[config.mk]
export PLATFORM = sky130hd
export DESIGN_NAME = ccr_comparator_control_regs
export DESIGN_NICKNAME = d
export VERILOG_FILES = /design/src/common/ccr_pkg.sv /design/src/hdl/ccr_edge_sync.sv /design/src/hdl/ccr_comparator_control_regs.sv
export SDC_FILE = /design/constraint.sdc
export NUM_CORES = 1
export LEC_CHECK = 0
export BUFFER_PORTS_ARGS = -buffer_cell sky130_fd_sc_hd__buf_4
export CAP_MARGIN = 0
export CELL_PAD_IN_SITES_DETAIL_PLACEMENT = 1
export CELL_PAD_IN_SITES_GLOBAL_PLACEMENT = 2
export CORE_MARGIN = 2
export CORE_UTILIZATION = 28
export CTS_BUF_LIST = sky130_fd_sc_hd__clkbuf_8 sky130_fd_sc_hd__clkbuf_16
export DETAILED_ROUTE_END_ITERATION = 10
export PLACE_DENSITY = 0.79
export SYNTH_ARGS = -nofsm -noshare
export SYNTH_HDL_FRONTEND = slang
export SYNTH_SLANG_ARGS = --single-unit
[constraint.sdc]
create_clock -name clock -period 1.3 [get_ports clock]
set_clock_uncertainty 0.15 [all_clocks]
set_input_delay 0.26 -clock clock [delete_from_list [all_inputs] [get_ports clock]]
set_output_delay 0.26 -clock clock [all_outputs]
set_load 0.01 [all_outputs]
[src/common/ccr_pkg.sv]
// package: register map, field positions, resets and types of the comparator registers
package ccr_pkg;

    // ------------------------------------------------------------------
    // register addresses
    // ------------------------------------------------------------------
    localparam logic [7:0] ADDR_CONTROL       = 8'hF8;
    localparam logic [7:0] ADDR_RESPONSE_MODE = 8'h9D;
    localparam logic [7:0] ADDR_INPUT_SELECT  = 8'h9F;

    // ------------------------------------------------------------------
    // field positions
    // ------------------------------------------------------------------
    localparam int BIT_ON       = 7;
    localparam int BIT_RESULT   = 6;
    localparam int BIT_RISE     = 5;
    localparam int BIT_FALL     = 4;
    localparam int POS_HYST_LSB = 2;
    localparam int NEG_HYST_LSB = 0;
    localparam int SPEED_LSB    = 0;
    localparam int NEG_ROUTE_LSB = 4;
    localparam int POS_ROUTE_LSB = 0;

    // ------------------------------------------------------------------
    // reset values and writable masks
    // ------------------------------------------------------------------
    localparam logic [7:0] RST_CONTROL       = 8'h00;
    localparam logic [7:0] RST_RESPONSE_MODE = 8'h02;
    localparam logic [7:0] RST_INPUT_SELECT  = 8'h00;
    localparam logic [7:0] MASK_RESPONSE     = 8'h03;
    localparam logic [7:0] MASK_INPUT_SELECT = 8'h33;

    // ------------------------------------------------------------------
    // types
    // ------------------------------------------------------------------
    typedef enum logic [1:0] {
        CCR_HYST_OFF,
        CCR_HYST_5MV,
        CCR_HYST_10MV,
        CCR_HYST_20MV
    } ccr_hyst_e;

    typedef enum logic [1:0] {
        CCR_SPEED_FASTEST,
        CCR_SPEED_MODE1,
        CCR_SPEED_MODE2,
        CCR_SPEED_SLOWEST
    } ccr_speed_e;

    // analog-side settings driven to the comparator
    typedef struct packed {
        logic       comparator_on;
        ccr_hyst_e  pos_hysteresis_sel;
        ccr_hyst_e  neg_hysteresis_sel;
        ccr_speed_e response_speed_sel;
        logic [1:0] pos_input_route;
        logic [1:0] neg_input_route;
    } ccr_analog_s;

    // special-function-register bus access
    typedef struct packed {
        logic [7:0] addr;
        logic       wr;
        logic       rd;
        logic [7:0] wdata;
        logic       bit_wr;
        logic [2:0] bit_sel;
        logic       bit_val;
    } ccr_sfr_s;

endpackage : ccr_pkg

[src/hdl/ccr_edge_sync.sv]
// module: two-stage synchroniser with rising and falling edge pulses
`timescale 1ns/1ns
module ccr_edge_sync
    import ccr_pkg::*;
(
    input  wire logic clock,
    input  wire logic arst_n,
    input  wire logic raw_in,
    output logic      level,
    output logic      rise,
    output logic      fall
);
    logic meta;
    logic sync;
    logic last;
    logic next_meta;
    logic next_sync;
    logic next_last;

    always_comb begin
        next_meta = raw_in;
        next_sync = meta;
        next_last = sync;
    end

    // meta feeds only sync; edges look at sync against last
    always_ff @(posedge clock or negedge arst_n) begin
        if (!arst_n) begin
            meta <= 1'b0;
            sync <= 1'b0;
            last <= 1'b0;
        end else begin
            meta <= next_meta;
            sync <= next_sync;
            last <= next_last;
        end
    end

    assign level = last;
    assign rise  = sync & ~last;
    assign fall  = ~sync & last;

endmodule : ccr_edge_sync

[src/hdl/ccr_comparator_control_regs.sv]
// module: control and status registers of the on-chip voltage comparator
`timescale 1ns/1ns
// Overview of operation
// - control register at 0xF8, bit-addressable, resets zero; bit 7 enables
// - control bit 6 read-only: 1 when positive input above negative input
// - control bit 5 sets on a rising comparator output transition
// - rising flag holds until software writes zero to it
// - control bit 4 sets on falling transition, holds until written zero
// - control bits 3:2 select positive hysteresis off, 5, 10, 20 mV
// - control bits 1:0 select negative hysteresis off, 5, 10, 20 mV
// - mode register at 0x9D, two-bit field resetting to binary 10
// - mode codes run from fastest/most power to slowest/least power
// - mode register bits 7:2 read zero and ignore writes
// - select register 0x9F bits 5:4 route negative input pin
// - select register bits 1:0 route positive input pin
// - select bits 7:6 and 3:2 read zero; register resets zero
// - while off, port output forced low and supply removed
module ccr_comparator_control_regs
    import ccr_pkg::*;
(
    input  wire logic  clock,
    input  wire logic  arst_n,
    input  wire ccr_sfr_s sfr,
    output logic [7:0] sfr_rdata,
    output logic       sfr_hit,
    input  wire logic  raw_async_output,
    output logic       comparator_port_out,
    output logic       comparator_supply_on,
    output ccr_analog_s analog
);
    // ------------------------------------------------------------------
    // registers
    // ------------------------------------------------------------------
    logic       comparator_on;
    logic       rise_seen_flag;
    logic       fall_seen_flag;
    logic [1:0] pos_hysteresis_sel;
    logic [1:0] neg_hysteresis_sel;
    logic [1:0] response_speed_sel;
    logic [1:0] neg_input_route;
    logic [1:0] pos_input_route;
    logic       next_comparator_on;
    logic       next_rise_seen_flag;
    logic       next_fall_seen_flag;
    logic [1:0] next_pos_hysteresis_sel;
    logic [1:0] next_neg_hysteresis_sel;
    logic [1:0] next_response_speed_sel;
    logic [1:0] next_neg_input_route;
    logic [1:0] next_pos_input_route;
    logic [7:0] next_rdata;
    logic [7:0] rdata;
    logic       comparator_result;
    logic       rise_evt;
    logic       fall_evt;
    logic [7:0] ctrl_word;
    logic [7:0] ctrl_new;

    // ------------------------------------------------------------------
    // output synchroniser
    // ------------------------------------------------------------------
    ccr_edge_sync u_sync (
        .clock  (clock),
        .arst_n (arst_n),
        .raw_in (raw_async_output),
        .level  (comparator_result),
        .rise   (rise_evt),
        .fall   (fall_evt)
    );

    // write data for control register: byte write or single-bit write
    function automatic logic [7:0] ctrl_merge(
        input logic [7:0] cur,
        input ccr_sfr_s   s
    );
        logic [7:0] v;
        v = cur;
        if (s.wr)
            v = s.wdata;
        else if (s.bit_wr)
            v[s.bit_sel] = s.bit_val;
        return v;
    endfunction : ctrl_merge

    // control register written this cycle, by byte or by single bit
    function automatic logic ctrl_write_hit(input ccr_sfr_s s);
        return (s.addr == ADDR_CONTROL) && (s.wr || s.bit_wr);
    endfunction : ctrl_write_hit

    // one of the three mapped addresses
    function automatic logic addr_mapped(input logic [7:0] a);
        return (a == ADDR_CONTROL) || (a == ADDR_RESPONSE_MODE) ||
               (a == ADDR_INPUT_SELECT);
    endfunction : addr_mapped

    // ------------------------------------------------------------------
    // next state
    // ------------------------------------------------------------------
    always_comb begin
        ctrl_word = {comparator_on, comparator_result, rise_seen_flag,
                     fall_seen_flag, pos_hysteresis_sel, neg_hysteresis_sel};
        ctrl_new  = ctrl_merge(ctrl_word, sfr);
        next_comparator_on      = comparator_on;
        next_rise_seen_flag     = rise_seen_flag;
        next_fall_seen_flag     = fall_seen_flag;
        next_pos_hysteresis_sel = pos_hysteresis_sel;
        next_neg_hysteresis_sel = neg_hysteresis_sel;
        next_response_speed_sel = response_speed_sel;
        next_neg_input_route    = neg_input_route;
        next_pos_input_route    = pos_input_route;
        // bit writes are only honoured at the bit-addressable register
        if (ctrl_write_hit(sfr)) begin
            next_comparator_on      = ctrl_new[BIT_ON];
            next_rise_seen_flag     = ctrl_new[BIT_RISE];
            next_fall_seen_flag     = ctrl_new[BIT_FALL];
            next_pos_hysteresis_sel =
                ctrl_new[POS_HYST_LSB +: 2];
            next_neg_hysteresis_sel =
                ctrl_new[NEG_HYST_LSB +: 2];
        end
        if (sfr.wr && sfr.addr == ADDR_RESPONSE_MODE) begin
            next_response_speed_sel =
                sfr.wdata[SPEED_LSB +: 2];
        end
        if (sfr.wr && sfr.addr == ADDR_INPUT_SELECT) begin
            next_neg_input_route = sfr.wdata[NEG_ROUTE_LSB +: 2];
            next_pos_input_route = sfr.wdata[POS_ROUTE_LSB +: 2];
        end
        // set wins over a same-cycle software clear
        if (rise_evt)
            next_rise_seen_flag = 1'b1;
        if (fall_evt)
            next_fall_seen_flag = 1'b1;
        next_rdata = 8'h00;
        case (sfr.addr)
            ADDR_CONTROL:       next_rdata = ctrl_word;
            ADDR_RESPONSE_MODE: next_rdata =
                {6'h00, response_speed_sel} & MASK_RESPONSE;
            ADDR_INPUT_SELECT:  next_rdata =
                {2'h0, neg_input_route, 2'h0, pos_input_route}
                & MASK_INPUT_SELECT;
            default:            next_rdata = 8'h00;
        endcase
        if (!sfr.rd)
            next_rdata = rdata;
    end

    // ------------------------------------------------------------------
    // registers
    // ------------------------------------------------------------------
    always_ff @(posedge clock or negedge arst_n) begin
        if (!arst_n) begin
            comparator_on      <= RST_CONTROL[BIT_ON];
            rise_seen_flag     <= RST_CONTROL[BIT_RISE];
            fall_seen_flag     <= RST_CONTROL[BIT_FALL];
            pos_hysteresis_sel <= RST_CONTROL[POS_HYST_LSB +: 2];
            neg_hysteresis_sel <= RST_CONTROL[NEG_HYST_LSB +: 2];
            response_speed_sel <= RST_RESPONSE_MODE[SPEED_LSB +: 2];
            neg_input_route    <= RST_INPUT_SELECT[NEG_ROUTE_LSB +: 2];
            pos_input_route    <= RST_INPUT_SELECT[POS_ROUTE_LSB +: 2];
            rdata              <= 8'h00;
        end else begin
            comparator_on      <= next_comparator_on;
            rise_seen_flag     <= next_rise_seen_flag;
            fall_seen_flag     <= next_fall_seen_flag;
            pos_hysteresis_sel <= next_pos_hysteresis_sel;
            neg_hysteresis_sel <= next_neg_hysteresis_sel;
            response_speed_sel <= next_response_speed_sel;
            neg_input_route    <= next_neg_input_route;
            pos_input_route    <= next_pos_input_route;
            rdata              <= next_rdata;
        end
    end

    // ------------------------------------------------------------------
    // outputs
    // ------------------------------------------------------------------
    assign sfr_rdata = rdata;
    assign sfr_hit   = addr_mapped(sfr.addr);
    // raw output is analog-driven; gating keeps the port low when off
    assign comparator_port_out  = comparator_on & comparator_result;
    assign comparator_supply_on = comparator_on;
    // one driver for the whole struct; field order as the package declares
    assign analog = {comparator_on,
                     pos_hysteresis_sel,
                     neg_hysteresis_sel,
                     response_speed_sel,
                     pos_input_route,
                     neg_input_route};
endmodule : ccr_comparator_control_regs

==> impl_results.md, run 1 <==
- DR vias: 1,305
- Seq cells post-synth: 24
- Yosys top cell by area: dfrtp_1
- Initial antenna violation count: 0
- Clock Sinks: 24
- Die Footprint: 5030 um^2
- Critical path's top delay family: simple AND/OR/NAND/NOR gates
- CP Launch Type: input port
- Maximum VDD drop: about 0.00034 V
- Dominant synthesized flop cell: dfrtp_1
- Clock Tree Root: clkbuf_8
- Sequential fraction of the synthesis area: 48.0%
- Top Usage Layer GRT: met2
- Setup-failing EPs final: 12
- Final hold violations: 0
- Worst-skew pair later-pin latency: ~0.26 ns
- Power per Cell Area: roughly 780 nW/um^2
- CP max stage delay: 0.32 ns
- Most frequent cell after synthesis: dfrtp_1
- Comb power frac: 21.2%
- Vias in the first global route: 1,418
- WL/cell: 16.2 um
- Post-synth top area share: a little under half
- Setup tns final: -0.644 ns
- Seq pwr share: 48.2%
- Largest family of logic cells by synthesized area: compound AO/OA/AOI/OAI gates
- Crit-path most repeated cell: buf_6
- Setup WS post-layout: -0.104 ns
- Synth Instances: 124
- CTS Buffer Depth: 2
- CP max-delay cell: and4bb_2
- Place WS: -0.260 ns
- Pin count of the biggest net entering global routing: 25
- Crit Path Max Fanout: 3
- FILL cells: 501
- Buffers plus inverters on the worst setup path: 3
- DRC: 0
- Fin crit share: 108%
- Synth warnings: 0
- Hold path start: sfr[13]
- P_leak: 1.03 nW
- GR Util met1: a little over a fifth
- Number of synthesized flops with an enable pin: 0
- Post-synthesis adder-cell area fraction: 0%
- Synth Area in Compound Gates: about a fifth
- Beginning of the critical path: sfr[21]
- Grt met3 use: 2.14%
- Routability congestion estimate from global placement: roughly 0.91
- Layout area overhead: 69.4%
- First-pass GRT wire length: a little under 7000 um
- Drt total wl: 4180 um
- Ports: 48
- Multiplexer area fraction after synthesis: roughly 7.5%
- RR Startpoint: response_speed_sel[1]
- Synth cell types: 37
- Ys async rst share: 100%
- Largest cells by area after synthesis: dfrtp_1 46%, mux2_4 4.8%, inv_1 3.0%
- Slew margin rel.: 78.8%
- Router iterations before antenna repair: 4
- Clock power share: 30.6%
- Outcome: finished with violations
- H-tree depth: 1
- HPWL Detailed: between 3000 and 4000 um
- ANT cells: 0
- Slew Viols, Final: 0
- Grt met2 use: 30.1%
- Critical path arrival: 0.99 ns
- Die height: 70.9 um
- Worst Path Required: 0.89 ns
- Synthesized Nets: 150
- Width of the die: 70.9 um
- Violated checks: setup timing
- Critical-path cell list: buf_6 > and4bb_2 > buf_6 > nand2_2 > nand2_2 > buf_6
- IO Port Bufs: 46
- Top post-synthesis cells by count: 23 x dfrtp_1, 10 x inv_1, 8 x nor2_1
- Psw: 0.000409 W
- Minimum clock period: 1.40 ns
- Synth Area in XOR/XNOR: 0%
- DRT antenna net count: 0
- Internal Power: 0.00125 W
- Gr ovfl total: 0
- CTS tree: built
- Total CTS buffers: 3
- Clk pin slew, worst setup/hold paths: 0.08 ns
- Max cap viols: 0
- Worst Setup End Kind: output pin
- RSZ-0062 raised after global routing: yes
- Share of post-route cells with drive strength above 1: 55.8%
- Vias per inst: 5.06
- Fmax: 0.712 GHz
- Cell area after synthesis: 1250 um^2
- 1st-iter DRT viols: 45
- Core Footprint: 4320 um^2
- Worst-Margin Slew: 0.318 ns
- Initial Utilization: between 20 and 30%
- Hold WC Path Type: in -> reg
- Nets: between 200 and 250
- Synth Area per Inst: 10.1 um^2
- Switching Share: ~25%
- Synth Area in Simple Gates: 19.1%
- Crit Path Category: in -> out
- Total track usage: 17.0%
- Rows: 24
[stage by stage]
| stage | instance area, um^2 | std cells | hold slack (ns) | util, % | power (W) |
|---|---|---|---|---|---|
| floorplan | 1290 | 124 | -0.186 | - | 0.000922 |
| global placement | 1860 | 241 | 0.0233 | 42.9 | 0.00110 |
| detailed placement | 1860 | 241 | 0.0292 | 42.9 | 0.00111 |
| CTS | 2060 | 255 | 0.0727 | 47.5 | 0.00166 |
| global route | 2130 | 258 | 0.0749 | 49.2 | 0.00175 |
| finish | 2130 | 258 | 0.0708 | 49.2 | 0.00166 |
[final cells by class]
class | count | area, um^2 | area share (%)
Timing Repair Buffer | 85 | 697 | 32.8
Multi-Input combinational cell | 83 | 669 | 31.5
Sequential cell | 24 | 602 | 28.3
Tap cell | 52 | 65.1 | 3.06
Clock buffer | 4 | 55.1 | 2.59
Inverter | 10 | 37.5 | 1.77
[path summary, 6_finish.rpt]
kind	cells after the start	slack (ns)	end
max	6	-0.10	sfr_hit
max in group asynchronous	2	0.43	response_speed_sel[1]
min reg2reg	0	0.22	u_sync.next_last
max reg2reg	4	0.07	sfr_rdata[1]
min in group asynchronous	2	0.28	pos_hysteresis_sel[0]
min	2	0.07	sfr_rdata[2]
[cell families (layout without fill, tap and decap cells)]
| kind of cell | Yosys count | count (layout) |
|---|---|---|
| AND/OR/NAND/NOR | 39 | 39 |
| AO/OA/AOI/OAI | 37 | 37 |
| flip-flops | 24 | 24 |
| buffers and inverters | 17 | 99 |
| multiplexers | 7 | 7 |
[registers in the layout, summed over array words and instances (netlist names)]
| register | flops |
|---|---|
| rise_seen_flag | 1 |
| pos_hysteresis_sel | 2 |
| u_sync.next_last | 1 |
| sfr_rdata | 8 |
| comparator_supply_on | 1 |
| u_sync.level | 1 |
| neg_hysteresis_sel | 2 |
| pos_input_route | 2 |
| neg_input_route | 2 |
| response_speed_sel | 2 |
| fall_seen_flag | 1 |
| u_sync.meta | 1 |
[cells in the final DEF, fill, tap and decap left out, types with 2 or more instances in the layout]
cell type | netlist | layout
buf_4 | 1 | 71
o32ai_1 | 2 | 2
nor2_1 | 8 | 7
o21ai_0 | 2 | 2
buf_6 | 0 | 11
nor3b_2 | 0 | 2
dfrtp_1 | 23 | 23
nand2_2 | 0 | 2
o21ai_1 | 4 | 4
and4bb_2 | 2 | 2
a31oi_1 | 3 | 3
dlygate4sd3_1 | 0 | 2
a21oi_1 | 7 | 7
clkbuf_8 | 0 | 4
mux2_4 | 4 | 6
nand3_1 | 7 | 5
nand2_1 | 5 | 2
nand3_2 | 0 | 2
nor2b_1 | 2 | 2
nand2b_1 | 2 | 2
a2bb2oi_1 | 3 | 3
inv_1 | 10 | 10
o22ai_1 | 6 | 6
nand2_4 | 1 | 2
a22o_1 | 2 | 2
a22oi_2 | 0 | 4
[what timing repair did]
item                                    CTS  global route
endpoints found under the setup margin    3            19
endpoints found under the hold margin    24             0
pin swaps                                 4             7
buffers inserted                          8             3
resized for setup                        18             8
hold buffers                              2             0
[power groups by stage]
stage | registers, W | clock network (W) | logic, W
floorplan | 0.000819 | 0 | 0.000103
global placement | 0.000814 | 0 | 0.000287
finish | 0.000799 | 0.000507 | 0.000351
CTS | 0.000799 | 0.000523 | 0.000337
global route | 0.000804 | 0.000564 | 0.000382
detailed placement | 0.000815 | 0 | 0.000296
[routing by layer]
| layer | wire length [um] | part of all wire, % |
|---|---|---|
| met1 | 1850 | 44 |
| met2 | 2160 | 52 |
| met3 | 121 | 2.9 |
| met4 | 46 | 1.1 |
| met5 | 0 | 0 |
Power figures use the tool's default switching activity.
==> inputs of run 2 (changes only) <==
==> constraint.sdc (replaced) <==
create_clock -name clock -period 1.5 [get_ports clock]
set_clock_uncertainty 0.15 [all_clocks]
set_input_delay 0.3 -clock clock [delete_from_list [all_inputs] [get_ports clock]]
set_output_delay 0.3 -clock clock [all_outputs]
set_load 0.01 [all_outputs]
==> impl_results.md, run 2 (synthesis results as in run 1) <==
- CP max-delay cell: and4bb_4
- Total CTS buffers: 3 (unchanged)
- DRC: 0 (unchanged)
- Fmax: roughly 0.69 GHz
- HPWL Detailed: 3010 um (-1.8%)
- Total track usage: 15.8% (-1.1 points)
- DRT antenna net count: 0 (unchanged)
- CP max stage delay: 0.35 ns (+0.03 ns)
- H-tree depth: 1 (unchanged)
- Setup-failing EPs final: 0 (-12)
- P_leak: 0.885 nW (-14%)
- Hold depth: 2 (unchanged)
- Power per Cell Area: 817 nW/um^2 (+4.8%)
- Gr ovfl total: 0 (unchanged)
- Crit Path Max Fanout: 4 (+1)
- Initial antenna violation count: 0 (unchanged)
- Fin Hold WS: 0.121 ns (+0.0499 ns)
- Ports: 48 (unchanged)
- Share of post-route cells with drive strength above 1: 43.0% (-13 points)
- Crit Path Category: in -> out
- Clock Sinks: 24 (unchanged)
- DR vias: 1,209 (-7.4%)
- First-pass GRT wire length: 6450 um (-5.0%)
- WL/cell: 15.8 um (-2.2%)
- CTS tree: built
- Worst Setup End Kind: output pin
- RSZ-0062 raised after global routing: no
- Clock Tree Root: clkbuf_8
- Nets: 213 (-8.6%)
- CP Launch Type: input port
- Clk pin slew, worst setup/hold paths: 0.09 ns (about the same)
- Critical path arrival: 1.01 ns (+0.02 ns)
- Router iterations before antenna repair: 4 (unchanged)
- Die Footprint: 5030 um^2 (unchanged)
- Hold path endpoint: sfr_rdata[0]
- Critical-path cell list: buf_4 > and4bb_4 > nand2_1 > nand2_1 > buf_4
- Critical path's top delay family: simple AND/OR/NAND/NOR gates
- Vias in the first global route: 1,276 (-10%)
- Buffers plus inverters on the worst setup path: 2 (-1)
- Routability congestion estimate from global placement: 0.851 (-6.1%)
- Max reg flops: 8 (unchanged)
- Max cap viols: 0 (unchanged)
- 1st-iter DRT viols: 20 (-56%)
- Outcome: completed
- Slew margin rel.: 78.6% (-0.21 points)
- Pin count of the biggest net entering global routing: 25 (unchanged)
- Vias per inst: 5.08 (+0.43%)
- Flop2flop setup slack: 0.26 ns (+0.19 ns)
- Worst-skew pair later-pin latency: 0.27 ns (about the same)
- Minimum clock period: 1.46 ns
- Fin crit share: around 97%
- Worst Path Required: 1.05 ns (+0.16 ns)
- CTS Buffer Depth: 2 (unchanged)
- Drt total wl: 3770 um (-9.8%)
- Layout area overhead: 47.9%
- Initial Utilization: 29.0% (unchanged)
- Die height: 70.9 um (unchanged)
- Setup tns final: 0 ns (+0.644 ns)
- Hold path start: sfr[13]
- FF-to-FF path depth: 3 (-1)
- Worst-Margin Slew: 0.321 ns (+0.00316 ns)
- Most common cell after layout, fill and taps aside: buf_4
- RR Startpoint: neg_hysteresis_sel[0]
- Core Footprint: 4320 um^2 (unchanged)
- Maximum VDD drop: 0.000364 V (+6.8%)
- ANT cells: 0 (unchanged)
- IO Port Bufs: 46 (unchanged)
- Worst flop-to-flop path endpoint: sfr_rdata[0]
- Most frequent cells in the layout: 63 x buf_4, 23 x dfrtp_1, 10 x inv_1
- Hold WC Path Type: in -> reg
- Slew Viols, Final: 0 (unchanged)
- Rows: 24 (unchanged)
- Width of the die: 70.9 um (unchanged)
- Final hold violations: 0 (unchanged)
-- run 2: layout make-up --
| type | instances | area, um^2 |
|---|---|---|
| clock buffers | 3 | 41.3 |
| well taps | 52 | 65.1 |
| repair buffers | 65 | 493 |
| fillers | 523 | 2470 |
| flip-flops and latches | 24 | 602 |
| multi-input cells | 83 | 587 |
| inverters | 10 | 37.5 |
| clock inverters | 1 | 30.0 |
-- run 2: timing repair --
item                       CTS  global route
hold endpoints to repair    24             0
pin swaps                    0             1
setup endpoints to repair    1             2
hold buffers                 2             0
resized for setup            0             2
buffers inserted             0             3
-- run 2: worst max path at each step --
stage / slack, ns / cells after the start / end / start
after global routing: 0.006 / 5 / sfr_hit / sfr[17]
after floorplan: 0.005 / 4 / neg_input_route[0] / sfr[21]
final: 0.04 / 5 / sfr_hit / sfr[20]
after detailed placement: -0.11 / 5 / neg_input_route[0] / sfr[21]
after global placement: -0.08 / 5 / neg_input_route[0] / sfr[21]
after CTS: 0.006 / 5 / sfr_hit / sfr[21]
-- run 2: routing by layer --
metal  track usage [%]  routed length (um)
met3              1.99                 161
met2              26.7                1790
met1              22.6                1800
met4              1.89                  16
met5                 0                   0
-- run 2: per-stage QoR --
step,util (%),cells,power [W],setup WS (ns),area (um^2)
after floorplan,-,124,0.000791,0.00536,1250
after global placement,40.3,230,0.000933,-0.0848,1740
after detailed placement,40.3,230,0.000939,-0.111,1740
after CTS,42.3,235,0.00152,0.00629,1830
after global routing,42.9,238,0.00159,0.00583,1860
final,42.9,238,0.00152,0.0431,1860
-- run 2: worst register-to-register path, cell delays in order (launching register included) --
cell and delay [ns]:
dfrtp_1 0.42, a22o_1 0.22, a22oi_1 0.21, o22ai_1 0.12
-- run 2: where the power goes --
group / switching (W) / internal [W] / total, W
sequential: 0.0000199 / 0.000672 / 0.000692
combinational: 0.000111 / 0.000134 / 0.000245
clock: 0.000223 / 0.000357 / 0.000580
total: 0.000353 / 0.00116 / 0.00152
==> inputs of run 3 (changes only) <==
--- a/config.mk
+++ b/config.mk
@@ -9,7 +9,7 @@
 export CAP_MARGIN = 0
 export CELL_PAD_IN_SITES_DETAIL_PLACEMENT = 1
 export CELL_PAD_IN_SITES_GLOBAL_PLACEMENT = 2
-export CORE_MARGIN = 2
+export CORE_MARGIN = 1
 export CORE_UTILIZATION = 28
 export CTS_BUF_LIST = sky130_fd_sc_hd__clkbuf_8 sky130_fd_sc_hd__clkbuf_16
 export DETAILED_ROUTE_END_ITERATION = 10
==> impl_results.md, run 3 (synthesis results as in run 1) <==
- Crit-path most repeated cell: buf_4
- Final hold violations: 0 (unchanged)
- Worst Path Required: 1.05 ns (about the same)
- Comb power frac: 16.2% (about the same)
- Fin area: 1890 um^2 (+1.9%)
- HPWL Detailed: 3020 um (+0.28%)
- RR Startpoint: neg_hysteresis_sel[0]
- Core Footprint: 4140 um^2 (-4.2%)
- Hold WC Path Type: in -> reg
- Maximum VDD drop: 0.000276 V (-24%)
- CTS tree: built
- Crit Path Category: in -> out
- Seq pwr share: 45.7% (about the same)
- DRT antenna net count: 0 (unchanged)
- Fin crit share: 98.2% (+1.1 points)
- P_leak: 0.918 nW (+3.7%)
- Drt total wl: 3890 um (+3.1%)
- Total CTS buffers: 3 (unchanged)
- Fmax: 0.679 GHz (-1.1%)
- Rows: 23 (-4.2%)
- Crit Path Max Fanout: 4 (unchanged)
- Clk pin slew, worst setup/hold paths: 0.09 ns (about the same)
- Worst Setup End Kind: output pin
- Gr ovfl total: 0 (unchanged)
- CP max-delay cell: and4b_2
- Pin count of the biggest net entering global routing: 25 (unchanged)
- Minimum clock period: 1.47 ns (+0.0166 ns)
- CTS Buffer Depth: 2 (unchanged)
- CP Launch Type: input port
- Power per Cell Area: 801 nW/um^2 (-1.9%)
- Final Util: 45.6% (+2.7 points)
- Die height: 68.9 um (-2.8%)
- Clock Sinks: 24 (unchanged)
- Width of the die: 68.9 um (-2.8%)
- Max reg flops: 8 (unchanged)
- Vias in the first global route: 1,198 (-6.1%)
- Critical path arrival: 1.02 ns (about the same)
- Nets: 217 (+1.9%)
- DR vias: 1,222 (+1.1%)
- Share of post-route cells with drive strength above 1: 44.7% (+1.7 points)
- Hold path start: sfr[13]
- Vias per inst: 5.09 (+0.23%)
- Total track usage: 17.6% (+1.7 points)
- Power, Total: 0.00152 W (about the same)
- CP max stage delay: 0.34 ns (about the same)
- Initial antenna violation count: 0 (unchanged)
- ANT cells: 0 (unchanged)
- Max cap viols: 0 (unchanged)
- Psw: 0.000353 W (about the same)
- Ports: 48 (unchanged)
- Placed inst area: 1780 um^2 (+2.0%)
- H-tree depth: 1 (unchanged)
- Clock power share: 38.1% (about the same)
- IO Port Bufs: 46 (unchanged)
- Beginning of the critical path: sfr[16]
- First-pass GRT wire length: 5970 um (-7.5%)
- Most frequent cells in the layout: 67 x buf_4, 23 x dfrtp_1, 10 x inv_1
- WL/cell: 16.2 um (+2.3%)
- Most common cell after layout, fill and taps aside: buf_4
- Switching Share: 23.3% (about the same)
- Setup-failing EPs final: 0 (unchanged)
- Clock Tree Root: clkbuf_8
- Fin Hold WS: 0.102 ns (-0.0183 ns)
- Slew Viols, Final: 0 (unchanged)
- 1st-iter DRT viols: 29 (+45%)
- Critical-path cell list: buf_4 > and4b_2 > nand2_4 > nand2_1 > buf_4
- Layout area overhead: 50.6%
- Outcome: completed
- Internal Power: 0.00116 W (about the same)
- Initial Utilization: 30.3% (+1.3 points)
- DRC: 0 (unchanged)
- Worst-Margin Slew: 0.328 ns (+0.00745 ns)
- Slew margin rel.: 78.1% (-0.50 points)
- Die Footprint: 4750 um^2 (-5.6%)
- Router iterations before antenna repair: 4 (unchanged)
- Worst-skew pair later-pin latency: 0.27 ns (about the same)
- Routability congestion estimate from global placement: 0.853 (+0.31%)
[run 3: changes by cell type in the layout (fill, tap and decap cells not counted), sizes merged]
cell	previous run	this run
buf	63	67
[run 3: final timing paths]
check	endpoint	slack [ns]	depth (start not counted)
min in group asynchronous	u_sync.meta	0.31	2
max in group asynchronous	response_speed_sel[1]	0.59	2
setup / recovery	sfr_hit	0.03	5
setup reg to reg	sfr_rdata[0]	0.31	3
hold / removal	sfr_rdata[0]	0.10	2
hold reg to reg	u_sync.next_last	0.23	0
[run 3: final cells by class]
| class | instances | area [um^2] |
|---|---|---|
| fill | 500 | 2250 |
| inverter | 10 | 37.5 |
| tap | 50 | 62.6 |
| clock buffer | 3 | 41.3 |
| timing repair buffer | 69 | 523 |
| multi-input combinational | 83 | 594 |
| sequential | 24 | 602 |
| clock inverter | 1 | 30.0 |
[run 3: per-stage QoR]
stage | setup WS, ns | TNS, ns | instances
3_5_place_dp | -0.111 | -1.08 | 233
6_report | 0.0265 | 0 | 240
4_1_cts | 0.0115 | 0 | 238
5_1_grt | -0.0123 | -0.0123 | 240
3_3_place_gp | -0.0787 | -0.751 | 233
2_1_floorplan | 0.00536 | 0 | 124
[run 3: power groups by stage]
| stage | sequential, W | clock, W | combinational [W] |
|---|---|---|---|
| after floorplan | 0.000710 | 0 | 0.0000810 |
| after global placement | 0.000705 | 0 | 0.000231 |
| after detailed placement | 0.000707 | 0 | 0.000239 |
| after CTS | 0.000694 | 0.000595 | 0.000243 |
| after global routing | 0.000698 | 0.000620 | 0.000267 |
| final | 0.000693 | 0.000577 | 0.000245 |
[run 3: worst max-delay path, delay by kind of cell]
| kind | cells | cell delay, ns |
|---|---|---|
| buffers and inverters | 2 | 0.23 |
| AND/OR/NAND/NOR | 3 | 0.49 |
[run 3: what timing repair did]
item	4_1_cts	5_1_grt
hold buffers	2	0
endpoints found under the hold margin	24	0
setup buffers	0	2
resized for setup	2	2
setup endpoints to repair	1	1
cloned	0	0
pin swaps	0	2
[run 3: layer usage]
layer | vias to the layer above | part of all wire, % | track usage, %
li1 | 591 | - | -
met1 | 601 | 45 | 22.5
met2 | 25 | 50 | 29.9
met3 | 5 | 3.3 | 3.62
met4 | 0 | 1.1 | 4.59
met5 | - | 0 | 0
